===== config.mk =====
export PLATFORM = sky130hd
export DESIGN_NAME = dsc_regs
export DESIGN_NICKNAME = d
export VERILOG_FILES = /design/src/shared/dsc_pkg.sv /design/src/rtl/dsc_ctrl_byte.sv /design/src/rtl/dsc_spi_frame.sv /design/src/rtl/dsc_regs.sv
export VERILOG_INCLUDE_DIRS = /design/src /design/src/shared
export SDC_FILE = /design/constraint.sdc
export NUM_CORES = 1
export LEC_CHECK = 0
export BUFFER_PORTS_ARGS = -buffer_cell sky130_fd_sc_hd__buf_2
export CAP_MARGIN = 5
export CORE_MARGIN = 1.5
export CORE_UTILIZATION = 50
export DETAILED_ROUTE_END_ITERATION = 8
export PLACE_DENSITY = 0.81
export SLEW_MARGIN = 10
export SYNTH_ARGS = -nofsm -noshare
export SYNTH_HDL_FRONTEND = slang
export SYNTH_SLANG_ARGS = --single-unit
export TNS_END_PERCENT = 100

===== constraint.sdc =====
create_clock -name ref_clk -period 7.3 [get_ports ref_clk]
set_input_delay 0.73 -clock ref_clk [delete_from_list [all_inputs] [get_ports ref_clk]]
set_output_delay 0.73 -clock ref_clk [all_outputs]
set_load 0.02 [all_outputs]

===== src/shared/dsc_consts.svh =====
/*
 * Offsets, field positions, reset values and frame figures of the
 * driver status and control register bank.
 * Assumes it is included once per compile unit by its bare name.
 */
`ifndef DSC_CONSTS_SVH
`define DSC_CONSTS_SVH

// register offsets
`define DSC_ADDR_FAULT        5'h00
`define DSC_ADDR_OVERCURRENT  5'h01
`define DSC_ADDR_DIAG2        5'h02
`define DSC_ADDR_CTRL_FIRST   5'h03
`define DSC_ADDR_PROTECTION   5'h06
`define DSC_ADDR_CTRL_LAST    5'h08
`define DSC_ADDR_TORQUE_COUNT 5'h09

// fault summary bit positions
`define DSC_FLT_PIN    7
`define DSC_FLT_SPI    6
`define DSC_FLT_UV     5
`define DSC_FLT_PUMP_UNDERVOLTAGE_FLAG   4
`define DSC_FLT_OCP    3
`define DSC_FLT_STL    2
`define DSC_FLT_TF     1
`define DSC_FLT_OL     0

// second detail register bit positions
`define DSC_D2_UTW     7
`define DSC_D2_OTW     6
`define DSC_D2_OTS     5
`define DSC_D2_LEARN   4
`define DSC_D2_STALL   3
`define DSC_D2_RSVD    2
`define DSC_D2_OL_B    1
`define DSC_D2_OL_A    0

// control fields
`define DSC_TRQ_MSB        7
`define DSC_TRQ_LSB        4
`define DSC_SLEW_MSB       1
`define DSC_SLEW_LSB       0
`define DSC_CLEAR_FAULTS_BIT_BIT    7
`define DSC_MASK_FULL      8'hff
`define DSC_MASK_PROTECT   8'h7f

// control and status reset values, lowest offset in the low byte
`define DSC_RST_TORQUE_SLEW 8'h00
`define DSC_RST_DECAY       8'h00
`define DSC_RST_STEP_DIR    8'h00
`define DSC_RST_PROTECT     8'h00
`define DSC_RST_STALL_CFG   8'h00
`define DSC_RST_STALL_TH    8'h00
`define DSC_RST_STATUS      8'h00

// serial frame
`define DSC_FRAME_BITS  5'h10
`define DSC_ADDR_READY  5'h07
`define DSC_RW_BIT      14
`define DSC_ADDR_MSB    13
`define DSC_ADDR_LSB    9
`define DSC_STATUS_LEAD 2'h3

`endif


===== src/shared/dsc_pkg.sv =====
/*
 * Types of the driver status and control register bank.
 * Assumes the consts header is compiled alongside.
 */
package dsc_pkg;

    // raw detector levels from the analog core
    typedef struct packed {
        logic       supplyUndervoltageFlag;
        logic       pumpUndervoltageFlag;
        logic [7:0] bridgeOvercurrent;   // b_low2 .. a_high1
        logic       undertempWarningFlag;
        logic       overtempWarningFlag;
        logic       overtempShutdownFlag;
        logic       stallLearningDoneFlag;
        logic       stallFlag;
        logic       bridgeBOpenloadFlag;
        logic       bridgeAOpenloadFlag;
    } dsc_diag_t;

    // control register contents toward the driver core
    typedef struct packed {
        logic [3:0] torqueScaleField;
        logic [1:0] slewRate;
        logic [7:0] decayOfftime;
        logic [7:0] stepDirection;
        logic [7:0] protectionConfig;
        logic [7:0] stallConfig;
        logic [7:0] stallThreshold;
    } dsc_ctrl_t;

endpackage


===== src/rtl/dsc_ctrl_byte.sv =====
/*
 * One writable control byte with reset value and write mask.
 * Assumes writes arrive as single-cycle strobes on ref_clk.
 */
`timescale 1ns/100ps
module dsc_ctrl_byte
    import dsc_pkg::*;
#(
    parameter logic [7:0] RESET_VAL  = 8'h00,
    parameter logic [7:0] WRITE_MASK = 8'hff
) (
    input  wire logic       ref_clk,
    input  wire logic       reset_n,
    input  wire logic       ce,
    input  wire logic       clear,
    input  wire logic       wrEn,
    input  wire logic [7:0] wrData,
    output logic      [7:0] value
);

    logic [7:0] next_value;

    // masked bits store zero, so self-clearing bits read back as 0
    always_comb begin
        next_value = value;
        if (clear) begin
            next_value = RESET_VAL & WRITE_MASK;
        end else if (wrEn) begin
            next_value = wrData & WRITE_MASK;
        end
    end

    always_ff @(posedge ref_clk) begin
        if (!reset_n) begin
            value <= RESET_VAL & WRITE_MASK;
        end else if (ce) begin
            value <= next_value;
        end
    end

endmodule


===== src/rtl/dsc_spi_frame.sv =====
/*
 * Serial frame engine: samples 16-bit frames, shifts out a status
 * byte and the addressed register's report byte, flags framing errors.
 * Assumes pins already synchronous to ref_clk, clock idles low.
 */
`timescale 1ns/100ps
`include "dsc_consts.svh"
module dsc_spi_frame
    import dsc_pkg::*;
(
    input  wire logic        ref_clk,
    input  wire logic        reset_n,
    input  wire logic        ce,
    input  wire logic        chipSelectPin_n,
    input  wire logic        sclkPin,
    input  wire logic        sdiPin,
    input  wire logic [7:0]  statusByte,
    input  wire logic [7:0]  rdData,
    output logic      [4:0]  rdAddr,
    output logic             sdoPin,
    output logic             frameDone,
    output logic             frameErr,
    output logic      [15:0] frameWord
);

    typedef enum logic {FR_IDLE, FR_SHIFT} dsc_frame_state_t;

    dsc_frame_state_t state;
    dsc_frame_state_t next_state;
    logic [4:0]       cnt;
    logic [4:0]       next_cnt;
    logic [15:0]      rx;
    logic [15:0]      next_rx;
    logic [15:0]      tx;
    logic [15:0]      next_tx;
    logic             sclkPrev;
    logic             next_sclkPrev;
    logic             next_frameDone;
    logic             next_frameErr;
    logic [15:0]      next_frameWord;

    // address bits sit in the low rx bits just before the 8th edge
    assign rdAddr = rx[4:0];
    assign sdoPin = tx[15];

    // frame sequencing; count saturates one past a full frame
    always_comb begin
        next_state     = state;
        next_cnt       = cnt;
        next_rx        = rx;
        next_tx        = tx;
        next_sclkPrev  = sclkPin;
        next_frameDone = 1'b0;
        next_frameErr  = 1'b0;
        next_frameWord = frameWord;
        case (state)
            FR_IDLE: begin
                if (!chipSelectPin_n) begin
                    next_state = FR_SHIFT;
                    next_cnt   = 5'h00;
                    next_tx    = {statusByte, 8'h00};
                end
            end
            FR_SHIFT: begin
                if (chipSelectPin_n) begin
                    next_state = FR_IDLE;
                    if (cnt == `DSC_FRAME_BITS) begin
                        next_frameDone = 1'b1;
                        next_frameWord = rx;
                    end else if (cnt == 5'h00 ||
                                 cnt > `DSC_FRAME_BITS) begin
                        next_frameErr = 1'b1;
                    end
                end else if (sclkPin && !sclkPrev) begin
                    next_rx = {rx[14:0], sdiPin};
                    if (cnt <= `DSC_FRAME_BITS) begin
                        next_cnt = 5'(cnt + 5'h01);
                    end
                    if (cnt == `DSC_ADDR_READY) begin
                        next_tx[14:7] = rdData;
                    end
                end else if (!sclkPin && sclkPrev && cnt != 5'h00) begin
                    next_tx = {tx[14:0], 1'b0};
                end
            end
            default: next_state = FR_IDLE;
        endcase
    end

    always_ff @(posedge ref_clk) begin
        if (!reset_n) begin
            state     <= FR_IDLE;
            cnt       <= 5'h00;
            rx        <= 16'h0000;
            tx        <= 16'h0000;
            sclkPrev  <= 1'b0;
            frameDone <= 1'b0;
            frameErr  <= 1'b0;
            frameWord <= 16'h0000;
        end else if (ce) begin
            state     <= next_state;
            cnt       <= next_cnt;
            rx        <= next_rx;
            tx        <= next_tx;
            sclkPrev  <= next_sclkPrev;
            frameDone <= next_frameDone;
            frameErr  <= next_frameErr;
            frameWord <= next_frameWord;
        end
    end

endmodule


===== src/rtl/dsc_regs.sv =====
/*
 * Driver status and first control register bank behind the serial
 * port: fault summary, detail registers, control bytes, fault pin.
 * Assumes detector levels and pins are synchronous to ref_clk.
 */
// Operation
// - fault summary bit 7 reads inverse of the fault indicator pin
// - over 16 clock rises or empty frame sets bit 6, drives fault pin
// - bit 5 reports supply undervoltage, bit 4 pump undervoltage
// - bit 3 any overcurrent, bit 2 stall, bit 0 open load
// - bit 1 is OR of both temperature warnings and shutdown
// - overcurrent byte: one flag per transistor, bridge A low nibble
// - detail byte bits 7..5: undertemp, overtemp warn, shutdown
// - detail bit 4 learning done, bit 3 stall detected
// - detail bit 1 open load B, bit 0 open load A, bit 2 zero
// - torque scale in bits 7..4 resets 0, reserved bits 3..2 reset 0
// - slew field in bits 1..0 resets 00, picks output edge rate
// - read report byte carries the addressed register's content
// - status bits are read-only and reset to zero
`timescale 1ns/100ps
`include "dsc_consts.svh"
module dsc_regs
    import dsc_pkg::*;
(
    input  wire logic       ref_clk,
    input  wire logic       reset_n,
    input  wire logic       ce,
    input  wire logic       sleepPin_n,
    input  wire logic       chipSelectPin_n,
    input  wire logic       sclkPin,
    input  wire logic       sdiPin,
    output logic            sdoPin,
    output logic            sdoOe,
    input  wire logic       faultIndicatorPinIn_n,
    output logic            faultIndicatorPinOut_n,
    output logic            faultIndicatorPinOe,
    input  wire dsc_diag_t  diag,
    input  wire logic [7:0] torqueCountIn,
    output dsc_ctrl_t       ctrl
);

    localparam int CTRL_N = 6;
    // reset values and write masks, offset 0x03 in the low byte
    localparam logic [8*CTRL_N-1:0] CTRL_RST = {
        `DSC_RST_STALL_TH, `DSC_RST_STALL_CFG, `DSC_RST_PROTECT,
        `DSC_RST_STEP_DIR, `DSC_RST_DECAY, `DSC_RST_TORQUE_SLEW};
    localparam logic [8*CTRL_N-1:0] CTRL_MASK = {
        `DSC_MASK_FULL, `DSC_MASK_FULL, `DSC_MASK_PROTECT,
        `DSC_MASK_FULL, `DSC_MASK_FULL, `DSC_MASK_FULL};

    dsc_diag_t  stat;
    dsc_diag_t  next_stat;
    logic [7:0] torqueCount;
    logic [7:0] next_torqueCount;
    logic       spiErr;
    logic       next_spiErr;
    logic       faultDrive;
    logic       next_faultDrive;

    logic [7:0]  ctrlVal [CTRL_N];
    logic [7:0]  faultByte;
    logic [7:0]  ocByte;
    logic [7:0]  diag2Byte;
    logic [7:0]  statusByte;
    logic [7:0]  rdData;
    logic [4:0]  rdAddr;
    logic        frameDone;
    logic        frameErr;
    logic [15:0] frameWord;
    logic        wrHit;
    logic [4:0]  wrAddr;
    logic [7:0]  wrData;
    logic        clrReq;
    logic        sleepClr;
    logic        faultAny;

    // serial engine
    dsc_spi_frame u_frame (
        .ref_clk         (ref_clk),
        .reset_n         (reset_n),
        .ce              (ce),
        .chipSelectPin_n (chipSelectPin_n),
        .sclkPin         (sclkPin),
        .sdiPin          (sdiPin),
        .statusByte      (statusByte),
        .rdData          (rdData),
        .rdAddr          (rdAddr),
        .sdoPin          (sdoPin),
        .frameDone       (frameDone),
        .frameErr        (frameErr),
        .frameWord       (frameWord)
    );

    // sdo only drives while selected, so daisy chains share the line
    assign sdoOe = !chipSelectPin_n;

    // decoded write from a complete frame
    assign wrHit    = frameDone && !frameWord[`DSC_RW_BIT];
    assign wrAddr   = frameWord[`DSC_ADDR_MSB:`DSC_ADDR_LSB];
    assign wrData   = frameWord[7:0];
    assign sleepClr = !sleepPin_n;
    assign clrReq   = sleepClr || (wrHit &&
                      wrAddr == `DSC_ADDR_PROTECTION &&
                      wrData[`DSC_CLEAR_FAULTS_BIT_BIT]);

    // control bytes 0x03..0x08; status offsets take no write
    for (genvar i = 0; i < CTRL_N; i++) begin : g_ctrl
        dsc_ctrl_byte #(
            .RESET_VAL  (CTRL_RST[8*i +: 8]),
            .WRITE_MASK (CTRL_MASK[8*i +: 8])
        ) u_byte (
            .ref_clk (ref_clk),
            .reset_n (reset_n),
            .ce      (ce),
            .clear   (sleepClr),
            .wrEn    (wrHit && wrAddr == 5'(`DSC_ADDR_CTRL_FIRST + i)),
            .wrData  (wrData),
            .value   (ctrlVal[i])
        );
    end

    // control fields toward the core
    assign ctrl.torqueScaleField = ctrlVal[0][`DSC_TRQ_MSB:`DSC_TRQ_LSB];
    assign ctrl.slewRate         = ctrlVal[0][`DSC_SLEW_MSB:`DSC_SLEW_LSB];
    assign ctrl.decayOfftime     = ctrlVal[1];
    assign ctrl.stepDirection    = ctrlVal[2];
    assign ctrl.protectionConfig = ctrlVal[3];
    assign ctrl.stallConfig      = ctrlVal[4];
    assign ctrl.stallThreshold   = ctrlVal[5];

    // detector levels captured each cycle; host writes never reach them
    always_comb begin
        next_stat        = diag;
        next_torqueCount = torqueCountIn;
        if (sleepClr) begin
            next_stat        = '0;
            next_torqueCount = `DSC_RST_STATUS;
        end
    end

    always_ff @(posedge ref_clk) begin
        if (!reset_n) begin
            stat        <= '0;
            torqueCount <= `DSC_RST_STATUS;
        end else if (ce) begin
            stat        <= next_stat;
            torqueCount <= next_torqueCount;
        end
    end

    // detail bytes
    assign ocByte = stat.bridgeOvercurrent;
    always_comb begin
        diag2Byte = 8'h00;
        diag2Byte[`DSC_D2_UTW]   = stat.undertempWarningFlag;
        diag2Byte[`DSC_D2_OTW]   = stat.overtempWarningFlag;
        diag2Byte[`DSC_D2_OTS]   = stat.overtempShutdownFlag;
        diag2Byte[`DSC_D2_LEARN] = stat.stallLearningDoneFlag;
        diag2Byte[`DSC_D2_STALL] = stat.stallFlag;
        diag2Byte[`DSC_D2_OL_B]  = stat.bridgeBOpenloadFlag;
        diag2Byte[`DSC_D2_OL_A]  = stat.bridgeAOpenloadFlag;
    end

    // fault summary; pin bit follows the pin, not our own drive
    always_comb begin
        faultByte = 8'h00;
        faultByte[`DSC_FLT_PIN]  = !faultIndicatorPinIn_n;
        faultByte[`DSC_FLT_SPI]  = spiErr;
        faultByte[`DSC_FLT_UV]   = stat.supplyUndervoltageFlag;
        faultByte[`DSC_FLT_PUMP_UNDERVOLTAGE_FLAG] = stat.pumpUndervoltageFlag;
        faultByte[`DSC_FLT_OCP]  = |stat.bridgeOvercurrent;
        faultByte[`DSC_FLT_STL]  = stat.stallFlag;
        faultByte[`DSC_FLT_TF]   = stat.undertempWarningFlag |
                                   stat.overtempWarningFlag |
                                   stat.overtempShutdownFlag;
        faultByte[`DSC_FLT_OL]   = stat.bridgeAOpenloadFlag |
                                   stat.bridgeBOpenloadFlag;
    end

    // status byte leads each frame; top bits fixed high as a sync mark
    assign statusByte = {`DSC_STATUS_LEAD, faultByte[5:0]};

    // read mux; unassigned offsets read as zero
    always_comb begin
        rdData = 8'h00;
        if (rdAddr == `DSC_ADDR_FAULT) begin
            rdData = faultByte;
        end else if (rdAddr == `DSC_ADDR_OVERCURRENT) begin
            rdData = ocByte;
        end else if (rdAddr == `DSC_ADDR_DIAG2) begin
            rdData = diag2Byte;
        end else if (rdAddr >= `DSC_ADDR_CTRL_FIRST &&
                     rdAddr <= `DSC_ADDR_CTRL_LAST) begin
            rdData = ctrlVal[3'(rdAddr - `DSC_ADDR_CTRL_FIRST)];
        end else if (rdAddr == `DSC_ADDR_TORQUE_COUNT) begin
            rdData = torqueCount;
        end
    end

    // protocol error latch; a new error wins over a clear in one cycle.
    // clearing waits for deselect so a clear inside a bad frame is moot
    assign faultAny = spiErr | (|faultByte[5:0]);
    always_comb begin
        next_spiErr = spiErr;
        if (frameErr) begin
            next_spiErr = 1'b1;
        end else if (clrReq && chipSelectPin_n) begin
            next_spiErr = 1'b0;
        end
        next_faultDrive = faultAny;
    end

    always_ff @(posedge ref_clk) begin
        if (!reset_n) begin
            spiErr     <= 1'b0;
            faultDrive <= 1'b0;
        end else if (ce) begin
            spiErr     <= next_spiErr;
            faultDrive <= next_faultDrive;
        end
    end

    // open-drain: only ever pulls low
    assign faultIndicatorPinOut_n = 1'b0;
    assign faultIndicatorPinOe    = faultDrive;
endmodule


==> impl_metrics.py <==
metrics = {
    "grt": {
        "grt_pass1_vias": 4842,
        "antenna_found_initial": 0,
        "grt_pass1_wl_um": 24700,
        "grt_overflow_total": 0,
        "grt_usage": 0.2408,
        "grt_max_degree": 121,
    },
    "floorplanning": {
        "io_pins": 83,
        "rows": 41,
        "die_area_sq_um": 13640,
        "core_area_sq_um": 12620,
        "die_h_um": 116.8,
        "die_w_um": 116.8,
        "initial_core_util": 0.5130,
    },
    "cells_and_area": {
        "syn2layout_area_growth_pct": 11.19,
        "fin_util": 0.5704,
        "n_antenna_cell": 0,
        "nNetsFinal": 751,
        "drive_gt1_frac": 0.2025,
        "layout.cells.non_filler": 893,
    },
    "sta": {
        "max_freq_ghz": 0.3008,
        "worstMarginPinSlew_ns": 1.067,
        "slew_violations": 0,
        "whs_ns": 0.4696,
        "min_period_over_period": 0.4554,
        "setup-tns-final_ns": 0,
        "setup-violations-final": 0,
        "fin_crit_ns": 3.324,
        "rsz0062_at_grt": "no",
        "max_slew_margin": 0.2878,
        "hold_violations": 0,
        "worst_clock_skew_ns": 0.007393,
    },
    "synthesis": {
        "synth_warnings": 0,
        "synth_area_leaders": "dfxtp_1, nor2b_1, mux2i_1",
        "synth_edf_count": 0,
        "yosysTopAreaCellShare": 0.3742,
        "synth.top_cells.by_count": "dfxtp_1, nor2b_1, mux2i_1",
        "ys_ff_latch": 121,
        "yosysTopAreaCell": "dfxtp_1",
        "seq_area_frac_synth": 0.3742,
        "syn_avg_cell_area_sq_um": 9.288,
        "synthArstFlopShare": 0,
        "synth.most_common_cell": "dfxtp_1",
        "synth_flop_cell": "dfxtp_1",
        "netlist_instances": 697,
        "synthesis.area_sq_um": 6474,
        "ys_types": 74,
    },
    "setup_path": {
        "startpoint_type": "register",
        "required_ns": 7.60,
        "reg2reg_to": "u_frame.tx[7]",
        "crit_arrival_ns": 3.63,
        "r2r_slack_ns": 3.98,
        "regToRegStartpoint": "u_frame.rx[0]",
        "path_max_fanout": 23,
        "ff2ff_path_depth": 7,
        "end_kind": "register",
        "path_class": "register to register",
    },
    "route": {
        "drc": 0,
        "drt-initial-drc-count": 415,
        "wl_per_cell_um": 17.39,
        "ant_nets": 0,
        "via_per_inst": 5.602,
        "routed_wl_um": 15530,
        "vias": 5003,
        "first_pass_iters": 5,
    },
    "pwr": {
        "power.leakage_nw": 2.878,
        "fin_total_pwr_w": 0.001685,
        "powerDensity_nw_per_um2": 234.1,
        "peakVddDrop_uv": 177.5,
    },
    "cts": {
        "cts_max_level": 4,
        "cts_tree": "built",
        "path_clk_slew_ns": 0.06,
        "clkLatencyLatePin_ns": 0.43,
        "postCtsHoldBufs": 0,
        "cts_buffers": 17,
        "cts.sinks": 121,
        "cts_resized": 0,
        "clockBufferDepth": 2,
        "cts_setup_buffers": 0,
        "cts-root-buf": "clkbuf_16",
    },
    "job": {
        "drv_cap": 0,
    },
    "place": {
        "dp.cells": 862,
        "gp_congestion": 0.9661,
        "hpwl_um": 10620,
        "portBuffers": 80,
    },
    "min_path": {
        "whs_path_depth": 2,
        "hold_end": "u_frame.rx[8]",
        "hp-start": "u_frame.rx[8]",
        "hp-class": "register to register",
    },
    "status": {
        "status": "completed",
    },
}
## routing by layer
layer	vias up	GRT usage	share of wire	wire length, um
li1	2412	-	-	-
met1	2416	0.2997	0.44	6833
met2	137	0.3875	0.49	7578
met3	38	0.07570	0.046	719
met4	0	0.1020	0.026	400
met5	-	0	0	0
## layout by cell type (no fill, tap or decap), types with 6 or more instances in the layout
master / n
a21boi_0: 18
a21oi_1: 47
and2_0: 7
buf_2: 80
clkbuf_16: 17
dfxtp_1: 121
ha_1: 9
inv_1: 10
mux2i_1: 71
mux4_2: 7
nand2_1: 47
nand2b_1: 7
nand3_1: 7
nand4_1: 8
nor2_1: 16
nor2b_1: 115
nor3_1: 9
nor4_1: 7
o21ai_0: 9
o21ai_2: 6
## worst max-delay path: stages, from the launching register on
cell and delay, ns:
dfxtp_1 1.03, inv_1 0.19, ha_1 0.81, mux4_2 0.58
nand2_1 0.08, o311ai_0 0.13, a221oi_1 0.30, nor3b_1 0.09
## kinds of logic after synthesis
logic type / Yosys count / share of synthesized area
compound gates: 123 / 0.1314
xor+xnor: 4 / 0.006573
fa+ha+maj: 9 / 0.01739
buf+inv: 101 / 0.09142
flops: 121 / 0.3742
mux: 80 / 0.1376
other cells: 1 / 0.0005793
simple gates: 258 / 0.2408
## how the worst max path moves through the flow
stage,from,endpoint
after floorplan,u_frame.rx[0],u_frame.tx[7]
after global placement,u_frame.rx[0],u_frame.tx[7]
after detailed placement,u_frame.rx[0],u_frame.tx[7]
after CTS,u_frame.rx[0],u_frame.tx[7]
after global routing,u_frame.rx[0],u_frame.tx[7]
final,u_frame.rx[0],u_frame.tx[7]
## state kept, by name, summed over array words and instances, names as in the netlist
register and flops:
u_frame.state 1, faultIndicatorPinOe 1, u_frame.sclkPrev 1, u_frame.frameErr 1, u_frame.frameWord 14, torqueCount 8
g_ctrl.u_byte.value 47, u_frame.tx 9, diag2Byte 7, faultByte 2, ocByte 8, u_frame.cnt 5
spiErr 1, u_frame.rx 15, u_frame.frameDone 1
## per-stage QoR
| stage | instance area (sq um) | setup slack [ns] |
|---|---|---|
| 2_1_floorplan | 6477 | 4.848 |
| 3_5_place_dp | 6558 | 3.974 |
| 4_1_cts | 7198 | 3.969 |
| 6_report | 7198 | 3.976 |
| 3_3_place_gp | 6558 | 4.078 |
| 5_1_grt | 7198 | 3.743 |
## final cells by class
cell class              count  area, sq um
fillers                  1095         5421
multi-input cells         476         3463
flip-flops and latches    121         2422
clock buffers              19        452.9
repair buffers             82        415.4
well taps                 172        215.2
clock inverters            12        187.7
inverters                  11        41.29
## where the power goes
group	total (W)	switching [W]	internal, W
Clock	0.000912	0.000320	0.000592
Combinational	0.0000931	0.0000535	0.0000396
Sequential	0.000680	0.0000102	0.000670
No activity file was read; power rests on OpenSTA's default activity.
